--- config.mk ---
export PLATFORM = sky130hd
export DESIGN_NAME = csal_top
export DESIGN_NICKNAME = d
export VERILOG_FILES = /design/src/csal_pkg.sv /design/src/csal_sticky_bank.sv /design/src/csal_top.sv
export VERILOG_INCLUDE_DIRS = /design/src
export SDC_FILE = /design/constraint.sdc
export NUM_CORES = 1
export LEC_CHECK = 0
export ABC_AREA = 0
export BUFFER_PORTS_ARGS = -buffer_cell sky130_fd_sc_hd__buf_2
export CAP_MARGIN = 20
export CORE_ASPECT_RATIO = 1.4
export CORE_MARGIN = 2
export CORE_UTILIZATION = 40
export DETAILED_ROUTE_END_ITERATION = 10
export PLACE_DENSITY = 0.72
export SLEW_MARGIN = 20
export SYNTH_ARGS = -nofsm -noshare
export SYNTH_HDL_FRONTEND = slang
export SYNTH_HIERARCHICAL = 1
export SYNTH_SLANG_ARGS = --single-unit
--- constraint.sdc ---
create_clock -name clock -period 2 [get_ports clock]
set_input_delay 0.4 -clock clock [delete_from_list [all_inputs] [get_ports clock]]
set_output_delay 0.4 -clock clock [all_outputs]
set_load 0.005 [all_outputs]
--- src/csal_cfg.svh ---
// csal_cfg.svh: offsets, field positions, reset values and timing figures
// of the charger status and alert block.
// assumes: included by bare name; clock runs at 250 MHz.
`ifndef CSAL_CFG_SVH
`define CSAL_CFG_SVH

// register sub-addresses
`define CSAL_ADDR_PHASE_FLAGS    8'h34
`define CSAL_ADDR_LOOP_FLAGS     8'h35
`define CSAL_ADDR_LIMIT_ALERTS   8'h36
`define CSAL_ADDR_PHASE_ALERTS   8'h37

// register widths
`define CSAL_PHASE_W             11
`define CSAL_LOOP_W              4
`define CSAL_LIMIT_W             16

// phase flag positions (shared by the phase entry alerts)
`define CSAL_BIT_EQUALIZE        10
`define CSAL_BIT_ABSORB          9
`define CSAL_BIT_SUSPENDED       8
`define CSAL_BIT_PRECONDITION    7
`define CSAL_BIT_BULK_REG        6
`define CSAL_BIT_THERM_PAUSE     5
`define CSAL_BIT_TIMER_TERM      4
`define CSAL_BIT_CX_TERM         3
`define CSAL_BIT_CHG_TIME_FAULT  2
`define CSAL_BIT_BAT_MISSING     1
`define CSAL_BIT_BAT_SHORT       0

// control loop flag positions
`define CSAL_BIT_LOOP_UVCL       3
`define CSAL_BIT_LOOP_IIN        2
`define CSAL_BIT_LOOP_ICHG       1
`define CSAL_BIT_LOOP_VBAT       0

// limit alert positions; bit 14 is reserved and reads zero
`define CSAL_BIT_MEAS_VALID      15
`define CSAL_LIMIT_USED_MASK     16'hBFFF

// reset values
`define CSAL_RST_PHASE           11'h000
`define CSAL_RST_LOOP            4'h0
`define CSAL_RST_LIMIT           16'h0000
`define CSAL_RST_RDATA           16'h0000

// timing
`define CSAL_CLK_KHZ             250000
`define CSAL_MEAS_CYCLE_MS       6.5
`define CSAL_WARMUP_MS           12.0

`endif

--- src/csal_pkg.sv ---
// csal_pkg.sv: types of the charger status and alert block.
// assumes: nothing beyond the compiler.
package csal_pkg;

  // battery chemistry as strapped by the charger core
  typedef enum logic [1:0] {
    CSAL_CHEM_LI_ION    = 2'b00,
    CSAL_CHEM_LIFEPO4   = 2'b01,
    CSAL_CHEM_LEAD_ACID = 2'b10,
    CSAL_CHEM_RSVD      = 2'b11
  } csal_chem_t;

  // charger phase reported by the charger algorithm
  typedef enum logic [3:0] {
    CSAL_PH_IDLE        = 4'b0000,
    CSAL_PH_BAT_SHORT   = 4'b0001,
    CSAL_PH_BAT_MISSING = 4'b0010,
    CSAL_PH_TIME_FAULT  = 4'b0011,
    CSAL_PH_CX_TERM     = 4'b0100,
    CSAL_PH_TIMER_TERM  = 4'b0101,
    CSAL_PH_THERM_PAUSE = 4'b0110,
    CSAL_PH_BULK_REG    = 4'b0111,
    CSAL_PH_PRECOND     = 4'b1000,
    CSAL_PH_SUSPENDED   = 4'b1001,
    CSAL_PH_ABSORB      = 4'b1010,
    CSAL_PH_EQUALIZE    = 4'b1011
  } csal_phase_t;

  // regulation loop in control of charge current
  typedef enum logic [2:0] {
    CSAL_LOOP_NONE = 3'b000,
    CSAL_LOOP_VBAT = 3'b001,
    CSAL_LOOP_ICHG = 3'b010,
    CSAL_LOOP_IIN  = 3'b011,
    CSAL_LOOP_UVCL = 3'b100
  } csal_loop_t;

endpackage

--- src/csal_sticky_bank.sv ---
// csal_sticky_bank.sv: a bank of sticky alert bits with enable gating,
// write-zero clear and re-trigger of a cleared bit whose cause persists.
// assumes: all inputs come from logic on the same clock.
`timescale 1ns/1ps
module csal_sticky_bank #(
  parameter int W = 16
) (
  // clock and reset
  input  wire logic         clock,
  input  wire logic         arst_n,
  // causes and controls
  input  wire logic [W-1:0] enable,
  input  wire logic [W-1:0] event_set,
  input  wire logic [W-1:0] cause_hold,
  input  wire logic [W-1:0] clear_mask,
  // state
  output logic      [W-1:0] flags_ff,
  output logic              new_alert
);

  logic [W-1:0] nxt_flags;
  logic [W-1:0] set_now;

  // a clear of a bit whose cause still holds counts as a fresh set
  always_comb begin
    set_now   = enable & (event_set | (clear_mask & cause_hold));
    nxt_flags = ((flags_ff & ~clear_mask) | set_now) & enable;
  end

  // sticky bits; set beats clear, removing the enable drops the bit
  always_ff @(posedge clock or negedge arst_n) begin
    if (!arst_n) begin
      flags_ff <= '0;
    end else begin
      flags_ff <= nxt_flags;
    end
  end

  // only a bit not yet standing, or one re-raised over a clear, is new;
  // a cause that persists across cycle ends must not re-pull the line
  assign new_alert = |(set_now & (~flags_ff | clear_mask));

endmodule

--- src/csal_top.sv ---
// csal_top.sv: charger phase and control loop status, limit excursion and
// phase entry alerts, and the open-drain alert line.
// assumes: the serial port front end decodes sub-address accesses on this
// clock and reports a finished alert response as a one-cycle pulse.
`timescale 1ns/1ps
`include "csal_cfg.svh"

module csal_top #(
  parameter int MEAS_CYCLES   = int'(`CSAL_MEAS_CYCLE_MS * `CSAL_CLK_KHZ),
  parameter int WARMUP_CYCLES = int'(`CSAL_WARMUP_MS * `CSAL_CLK_KHZ)
) (
  // clock and reset
  input  wire logic                      clock,
  input  wire logic                      arst_n,
  // charger core state
  input  wire csal_pkg::csal_chem_t      chem,
  input  wire csal_pkg::csal_phase_t     charger_phase,
  input  wire csal_pkg::csal_loop_t      control_loop,
  // measurement comparators, one per limit alert position
  input  wire logic [`CSAL_LIMIT_W-1:0]  limit_excursion,
  // alert enables held elsewhere
  input  wire logic [`CSAL_LIMIT_W-1:0]  limit_alert_enable,
  input  wire logic [`CSAL_PHASE_W-1:0]  phase_alert_enable,
  // sub-address access from the serial port
  input  wire logic [7:0]                reg_addr,
  input  wire logic                      reg_wr,
  input  wire logic                      reg_rd,
  input  wire logic [15:0]               reg_wdata,
  output logic      [15:0]               reg_rdata_ff,
  output logic                           reg_rvalid_ff,
  // alert response completed by the serial port
  input  wire logic                      ara_done,
  // open-drain alert line
  output logic                           smbalert_o,
  output logic                           smbalert_oe,
  // measurement timing, for the core
  output logic                           meas_cycle_end,
  output logic                           meas_valid_ff
);

  localparam int MEAS_CNT_W = $clog2(MEAS_CYCLES + 1);
  localparam int WARM_CNT_W = $clog2(WARMUP_CYCLES + 1);
  localparam logic [MEAS_CNT_W-1:0] MEAS_LAST = MEAS_CNT_W'(MEAS_CYCLES - 1);
  localparam logic [WARM_CNT_W-1:0] WARM_LAST = WARM_CNT_W'(WARMUP_CYCLES - 1);

  logic                     lithium;
  logic                     lead_acid;
  logic [`CSAL_PHASE_W-1:0] nxt_phase;
  logic [`CSAL_PHASE_W-1:0] phase_flags_ff;
  logic [`CSAL_PHASE_W-1:0] phase_prev_ff;
  logic [`CSAL_LOOP_W-1:0]  nxt_loop;
  logic [`CSAL_LOOP_W-1:0]  loop_flags_ff;
  logic [MEAS_CNT_W-1:0]    meas_cnt_ff;
  logic [WARM_CNT_W-1:0]    warm_cnt_ff;
  logic                     meas_tick;
  logic [`CSAL_LIMIT_W-1:0] excursion_held_ff;
  logic [`CSAL_LIMIT_W-1:0] limit_event;
  logic [`CSAL_LIMIT_W-1:0] limit_hold;
  logic [`CSAL_LIMIT_W-1:0] limit_clear;
  logic [`CSAL_LIMIT_W-1:0] limit_alerts;
  logic [`CSAL_PHASE_W-1:0] phase_entry;
  logic [`CSAL_PHASE_W-1:0] phase_clear;
  logic [`CSAL_PHASE_W-1:0] phase_alerts;
  logic                     limit_new;
  logic                     phase_new;
  logic                     warm_done;
  logic                     alert_low_ff;
  logic [15:0]              nxt_rdata;

  // chemistry decode; a reserved code counts as neither family
  assign lithium   = (chem == csal_pkg::CSAL_CHEM_LI_ION) ||
                     (chem == csal_pkg::CSAL_CHEM_LIFEPO4);
  assign lead_acid = (chem == csal_pkg::CSAL_CHEM_LEAD_ACID);

  // phase code to one-hot flags; one code means one bit at most
  always_comb begin
    nxt_phase = `CSAL_RST_PHASE;
    unique case (charger_phase)
      csal_pkg::CSAL_PH_IDLE:        nxt_phase = `CSAL_RST_PHASE;
      csal_pkg::CSAL_PH_BAT_SHORT:   nxt_phase[`CSAL_BIT_BAT_SHORT] = 1'b1;
      csal_pkg::CSAL_PH_BAT_MISSING: nxt_phase[`CSAL_BIT_BAT_MISSING] = 1'b1;
      csal_pkg::CSAL_PH_TIME_FAULT:  nxt_phase[`CSAL_BIT_CHG_TIME_FAULT] = lithium;
      csal_pkg::CSAL_PH_CX_TERM:     nxt_phase[`CSAL_BIT_CX_TERM] = lithium;
      csal_pkg::CSAL_PH_TIMER_TERM:  nxt_phase[`CSAL_BIT_TIMER_TERM] = lithium;
      csal_pkg::CSAL_PH_THERM_PAUSE: nxt_phase[`CSAL_BIT_THERM_PAUSE] = lithium;
      csal_pkg::CSAL_PH_BULK_REG:    nxt_phase[`CSAL_BIT_BULK_REG] = 1'b1;
      csal_pkg::CSAL_PH_PRECOND:
        nxt_phase[`CSAL_BIT_PRECONDITION] = (chem == csal_pkg::CSAL_CHEM_LI_ION);
      csal_pkg::CSAL_PH_SUSPENDED:   nxt_phase[`CSAL_BIT_SUSPENDED] = 1'b1;
      csal_pkg::CSAL_PH_ABSORB:
        nxt_phase[`CSAL_BIT_ABSORB] = (chem == csal_pkg::CSAL_CHEM_LIFEPO4) || lead_acid;
      csal_pkg::CSAL_PH_EQUALIZE:    nxt_phase[`CSAL_BIT_EQUALIZE] = lead_acid;
      default:                       nxt_phase = `CSAL_RST_PHASE;
    endcase
  end

  // loop code to one-hot flags
  always_comb begin
    nxt_loop = `CSAL_RST_LOOP;
    unique case (control_loop)
      csal_pkg::CSAL_LOOP_NONE: nxt_loop = `CSAL_RST_LOOP;
      csal_pkg::CSAL_LOOP_VBAT: nxt_loop[`CSAL_BIT_LOOP_VBAT] = 1'b1;
      csal_pkg::CSAL_LOOP_ICHG: nxt_loop[`CSAL_BIT_LOOP_ICHG] = 1'b1;
      csal_pkg::CSAL_LOOP_IIN:  nxt_loop[`CSAL_BIT_LOOP_IIN] = 1'b1;
      csal_pkg::CSAL_LOOP_UVCL: nxt_loop[`CSAL_BIT_LOOP_UVCL] = 1'b1;
      default:                  nxt_loop = `CSAL_RST_LOOP;
    endcase
  end

  // status flags and the previous phase for entry detection
  always_ff @(posedge clock or negedge arst_n) begin
    if (!arst_n) begin
      phase_flags_ff <= `CSAL_RST_PHASE;
      phase_prev_ff  <= `CSAL_RST_PHASE;
      loop_flags_ff  <= `CSAL_RST_LOOP;
    end else begin
      phase_flags_ff <= nxt_phase;
      phase_prev_ff  <= phase_flags_ff;
      loop_flags_ff  <= nxt_loop;
    end
  end

  // measurement cycle divider, one-cycle enable at each cycle end
  always_ff @(posedge clock or negedge arst_n) begin
    if (!arst_n) begin
      meas_cnt_ff <= '0;
    end else if (meas_tick) begin
      meas_cnt_ff <= '0;
    end else begin
      meas_cnt_ff <= meas_cnt_ff + 1'b1;
    end
  end
  assign meas_tick      = (meas_cnt_ff == MEAS_LAST);
  assign meas_cycle_end = meas_tick;

  // warm-up timer; stops once results are valid
  always_ff @(posedge clock or negedge arst_n) begin
    if (!arst_n) begin
      warm_cnt_ff   <= '0;
      meas_valid_ff <= 1'b0;
    end else if (!meas_valid_ff) begin
      warm_cnt_ff   <= warm_cnt_ff + 1'b1;
      meas_valid_ff <= warm_done;
    end
  end
  assign warm_done = (warm_cnt_ff == WARM_LAST);

  // excursions are only looked at once per measurement cycle, so a
  // glitch between two cycle ends never reaches software
  always_ff @(posedge clock or negedge arst_n) begin
    if (!arst_n) begin
      excursion_held_ff <= `CSAL_RST_LIMIT;
    end else if (meas_tick) begin
      excursion_held_ff <= limit_excursion & `CSAL_LIMIT_USED_MASK;
    end
  end

  // limit causes: comparator bits at cycle end, warm-up done for bit 15
  always_comb begin
    limit_event = meas_tick ? (limit_excursion & `CSAL_LIMIT_USED_MASK) : '0;
    limit_event[`CSAL_BIT_MEAS_VALID] = warm_done && !meas_valid_ff;
    limit_hold  = excursion_held_ff;
    limit_hold[`CSAL_BIT_MEAS_VALID] = meas_valid_ff;
  end

  // write-zero clears; other addresses and one bits clear nothing
  always_comb begin
    limit_clear = '0;
    phase_clear = '0;
    if (reg_wr && (reg_addr == `CSAL_ADDR_LIMIT_ALERTS)) begin
      limit_clear = ~reg_wdata;
    end
    if (reg_wr && (reg_addr == `CSAL_ADDR_PHASE_ALERTS)) begin
      phase_clear = ~reg_wdata[`CSAL_PHASE_W-1:0];
    end
  end

  // entry into a state is a flag rising, not the flag standing
  assign phase_entry = phase_flags_ff & ~phase_prev_ff;

  // limit excursion alerts
  csal_sticky_bank #(
    .W(`CSAL_LIMIT_W)
  ) u_limit_bank (
    .clock      (clock),
    .arst_n     (arst_n),
    .enable     (limit_alert_enable & `CSAL_LIMIT_USED_MASK),
    .event_set  (limit_event),
    .cause_hold (limit_hold),
    .clear_mask (limit_clear),
    .flags_ff   (limit_alerts),
    .new_alert  (limit_new)
  );

  // phase entry alerts, same positions as the phase flags
  csal_sticky_bank #(
    .W(`CSAL_PHASE_W)
  ) u_phase_bank (
    .clock      (clock),
    .arst_n     (arst_n),
    .enable     (phase_alert_enable),
    .event_set  (phase_entry),
    .cause_hold (phase_flags_ff),
    .clear_mask (phase_clear),
    .flags_ff   (phase_alerts),
    .new_alert  (phase_new)
  );

  // alert line held low from any new alert until the response completes;
  // a new alert in the response cycle keeps it low
  always_ff @(posedge clock or negedge arst_n) begin
    if (!arst_n) begin
      alert_low_ff <= 1'b0;
    end else if (limit_new || phase_new) begin
      alert_low_ff <= 1'b1;
    end else if (ara_done) begin
      alert_low_ff <= 1'b0;
    end
  end
  assign smbalert_o  = 1'b0;          // open drain: only ever pulls low
  assign smbalert_oe = alert_low_ff;

  // read mux; unmapped sub-addresses read zero
  always_comb begin
    nxt_rdata = `CSAL_RST_RDATA;
    unique case (reg_addr)
      `CSAL_ADDR_PHASE_FLAGS:  nxt_rdata = {5'h00, phase_flags_ff};
      `CSAL_ADDR_LOOP_FLAGS:   nxt_rdata = {12'h000, loop_flags_ff};
      `CSAL_ADDR_LIMIT_ALERTS: nxt_rdata = limit_alerts;
      `CSAL_ADDR_PHASE_ALERTS: nxt_rdata = {5'h00, phase_alerts};
      default:                 nxt_rdata = `CSAL_RST_RDATA;
    endcase
  end

  // read data registered, valid one cycle after the strobe
  always_ff @(posedge clock or negedge arst_n) begin
    if (!arst_n) begin
      reg_rdata_ff  <= `CSAL_RST_RDATA;
      reg_rvalid_ff <= 1'b0;
    end else begin
      reg_rvalid_ff <= reg_rd;
      if (reg_rd) begin
        reg_rdata_ff <= nxt_rdata;
      end
    end
  end

endmodule

==> flow_metrics.env <==
export IMPL_critical_path_n_buffers_inverters=2
export IMPL_violations="negative setup slack"
export IMPL_final_setup_tns_ns=-1.479
export IMPL_cp_data_arrival_time_ns=1.96
export IMPL_clock_slew_at_reported_path_ffs_ns=0.05
export IMPL_final_setup_worst_slack_ns=-0.3554
export IMPL_fp_row_count=54
export IMPL_yosys_area_top_type="dfrtp_1"
export IMPL_critical_path_class="register to primary output"
export IMPL_cts_htree_levels=4
export IMPL_cp_top_family="simple AND/OR/NAND/NOR gates"
export IMPL_post_route_util_pct=53.57
export IMPL_io_pins=102
export IMPL_track_usage_pct=19.82
export IMPL_rsz_0062_raised_after_global_routing="true"
export IMPL_routed_via_count=5158
export IMPL_tightestPinTransition_ns=0.6384
export IMPL_cts_tree="yes"
export IMPL_clk_root_buffer_cell="clkbuf_16"
export IMPL_min_delay_path_class="input pin to async pin"
export IMPL_tritoncts_num_buffers=17
export IMPL_grt_antenna_before_repair=2
export IMPL_clock_fmax_mhz=424.6
export IMPL_syn_instance_count=606
export IMPL_post_synth_num_cell_types=52
export IMPL_post_dp_cell_area_mm2=0.007626
export IMPL_route_detailed_vias_per_inst=5.226
export IMPL_synthesis_area_mm2=0.006404
export IMPL_timing_final_crit_share_pct=117.8
export IMPL_grt_overflow_total=0
export IMPL_synth_seq_area_share_pct=50.41
export IMPL_hold_worst_slack_ns=0.01072
export IMPL_cts_hold_buf=0
export IMPL_dp_cells=949
export IMPL_initial_utilization_pct=41.03
export IMPL_grt_start_max_net_pins=44
export IMPL_power_dens_cells_mw_per_mm2=705.8
export IMPL_biggest_fanout_along_the_worst_timing_path=6
export IMPL_num_nets_final=863
export IMPL_synth_ff_latch_count=129
export IMPL_worstReg2RegEnd="smbalert_oe$_DFFE_PN0P_"
export IMPL_finalWorstPathRequiredPeriod_ns=2.355
export IMPL_clock_insertion_delay_worst_skew_ns=0.41
export IMPL_drv_max_cap_violation_count=0
export IMPL_synth_top_cell_area_share_pct=50.41
export IMPL_port_buffers=97
export IMPL_slowest_stage="dfrtp_1"
export IMPL_dr_pass1_iters=5
export IMPL_yosys_top_cells_area="dfrtp_1, mux2_2, xnor2_1"
export IMPL_synth_most_common_cell="dfrtp_1"
export IMPL_regToRegStartpoint="meas_cnt_ff[18]$_DFF_PN0_"
export IMPL_area_growth_synth_to_final_pct=30.56
export IMPL_start_kind="register"
export IMPL_timing_critical_path_depth=5
export IMPL_synth_enable_flop_cells=0
export IMPL_post_route_cell_area_mm2=0.008361
export IMPL_die_y_um=153.7
export IMPL_preCtsSetupSlack_ns=-0.4017
export IMPL_timing_final_setup_violations=16
export IMPL_post_layout_total_power_mw=5.901
export IMPL_final_wirelength_um=16430
export IMPL_drive_gt1_share_pct=32.19
export IMPL_maxSlewViolCount=0
export IMPL_final_instance_count_excl_fill=987
export IMPL_leakage_dissipation_nw=3.914
export IMPL_synth_async_reset_ratio_pct=100.0
export IMPL_fill_cells=1379
export IMPL_final_antenna_net_count=0
export IMPL_worst_r2r_path_depth=11
export IMPL_synth_top_cells_by_count="dfrtp_1, nor2_1, nand2_1, inv_1, xnor2_1"
export IMPL_outcome="finished with violations"
export IMPL_ys_warnings_count=6
export IMPL_finalWeightedCongestion=0.8363
export IMPL_coreArea_mm2=0.01561
export IMPL_slew_limit_headroom_pct=57.44
export IMPL_syn_mean_instance_area_um2=10.57
export IMPL_dieWidth_um=110.9
export IMPL_first_pass_grt_wire_length_um=26390
export IMPL_worstPathCellList="nor4b_4 -> or2b_1 -> nor4b_4 -> buf_6 -> buf_6"
export IMPL_design_die_area_mm2=0.01705
export IMPL_drt_wirelength_per_cell_um=16.64
export IMPL_reg2reg_setup_slack_ns=-0.29
export IMPL_initial_detailed_routing_violation_count=213
export IMPL_synth_top_flop_cell="dfrtp_1"
export IMPL_clockBufferDepth=2
export IMPL_end_kind="primary output"
export IMPL_crit_required_ns=1.60
export IMPL_final_hold_violation_count=0
export IMPL_crit_path_max_incr_delay_ns=0.40
export IMPL_clock_sinks=129
export IMPL_dp_hpwl_um=12550
export IMPL_via_count_of_the_first_global_routing_pass=5327
export IMPL_drc_violations_left=0
export IMPL_vdd_ir_drop_max_mv=0.3663
export IMPL_finClkSkew_ns=0.01028
## kinds of logic (layout without fill, tap and decap cells)
| group | Yosys count | in the layout | synth area share (%) |
|---|---|---|---|
| compound gates | 103 | 103 | 10.98 |
| xor+xnor | 38 | 38 | 5.197 |
| fa+ha+maj | 5 | 5 | 0.9769 |
| buf+inv | 49 | 225 | 3.146 |
| flops | 129 | 129 | 50.41 |
| mux | 51 | 51 | 9.594 |
| other cells | 1 | 10 | 0.05856 |
| simple gates | 230 | 230 | 19.64 |
## repair_timing
item,4_1_cts,5_1_grt
resized for setup,10,23
setup endpoints to repair,2,21
buffers inserted,2,3
pin swaps,4,5
## cell type report
cell class	instances	area [µm²]	share of cell area [%]
Multi-Input combinational cell	435	3158	37.77
Inverter	32	120.1	1.437
Sequential cell	129	3228	38.61
Tap cell	196	245.2	2.933
Clock inverter	5	50.05	0.5986
Timing Repair Buffer	162	1035	12.38
Clock buffer	26	519.2	6.211
Antenna cell	2	5.005	0.05986
## flip-flops by register name, indices dropped and copies added, names as in the netlist
name                   flops
reg_rdata_ff              16
phase_flags_ff            11
reg_rvalid_ff              1
meas_cnt_ff               21
u_phase_bank/flags_ff     11
excursion_held_ff         14
phase_prev_ff             11
smbalert_oe                1
warm_cnt_ff               22
loop_flags_ff              4
u_limit_bank/flags_ff     16
meas_valid_ff              1
## power by group
part,internal [mW],switching [mW],leakage [nW]
sequential,2.64,0.0144,1.76
clock,1.89,1.06,0.286
combinational,0.121,0.176,1.87
## per-layer routing
layer | vias to the layer above | GRT usage (%) | wire length, µm
met2 | 117 | 35.23 | 8549
met4 | 2 | 7.321 | 395
met5 | - | 0 | 11
met3 | 29 | 5.479 | 837
li1 | 2487 | - | -
met1 | 2523 | 22.77 | 6634
## how the worst max path moves through the flow
stage | startpoint | endpoint | slack [ns]
2_1_floorplan | meas_cnt_ff[18]$_DFF_PN0_ | smbalert_oe$_DFFE_PN0P_ | -0.12
3_3_place_gp | meas_cnt_ff[18]$_DFF_PN0_ | smbalert_oe$_DFFE_PN0P_ | -0.32
3_5_place_dp | meas_cnt_ff[18]$_DFF_PN0_ | smbalert_oe$_DFFE_PN0P_ | -0.40
4_1_cts | meas_cnt_ff[17]$_DFF_PN0_ | meas_cycle_end | -0.37
5_1_grt | meas_cnt_ff[18]$_DFF_PN0_ | meas_cycle_end | -0.45
6_report | meas_cnt_ff[18]$_DFF_PN0_ | meas_cycle_end | -0.36
## layout by cell type, fill, tap and decap left out, types with 13 or more instances in the layout
| cell type | count |
|---|---|
| dfrtp_1 | 129 |
| buf_2 | 95 |
| buf_4 | 59 |
| nor2_1 | 46 |
| nand2_1 | 44 |
| inv_1 | 32 |
| xnor2_1 | 29 |
| o21a_1 | 21 |
| nand3_1 | 18 |
| o211ai_1 | 18 |
| o22ai_1 | 17 |
| clkbuf_16 | 17 |
| nand4_1 | 16 |
| mux2_4 | 16 |
| nor3_1 | 15 |
| nor2b_1 | 15 |
| mux2_2 | 14 |
| o21ai_0 | 13 |
| mux2_1 | 13 |
Power figures use the tool's default switching activity.
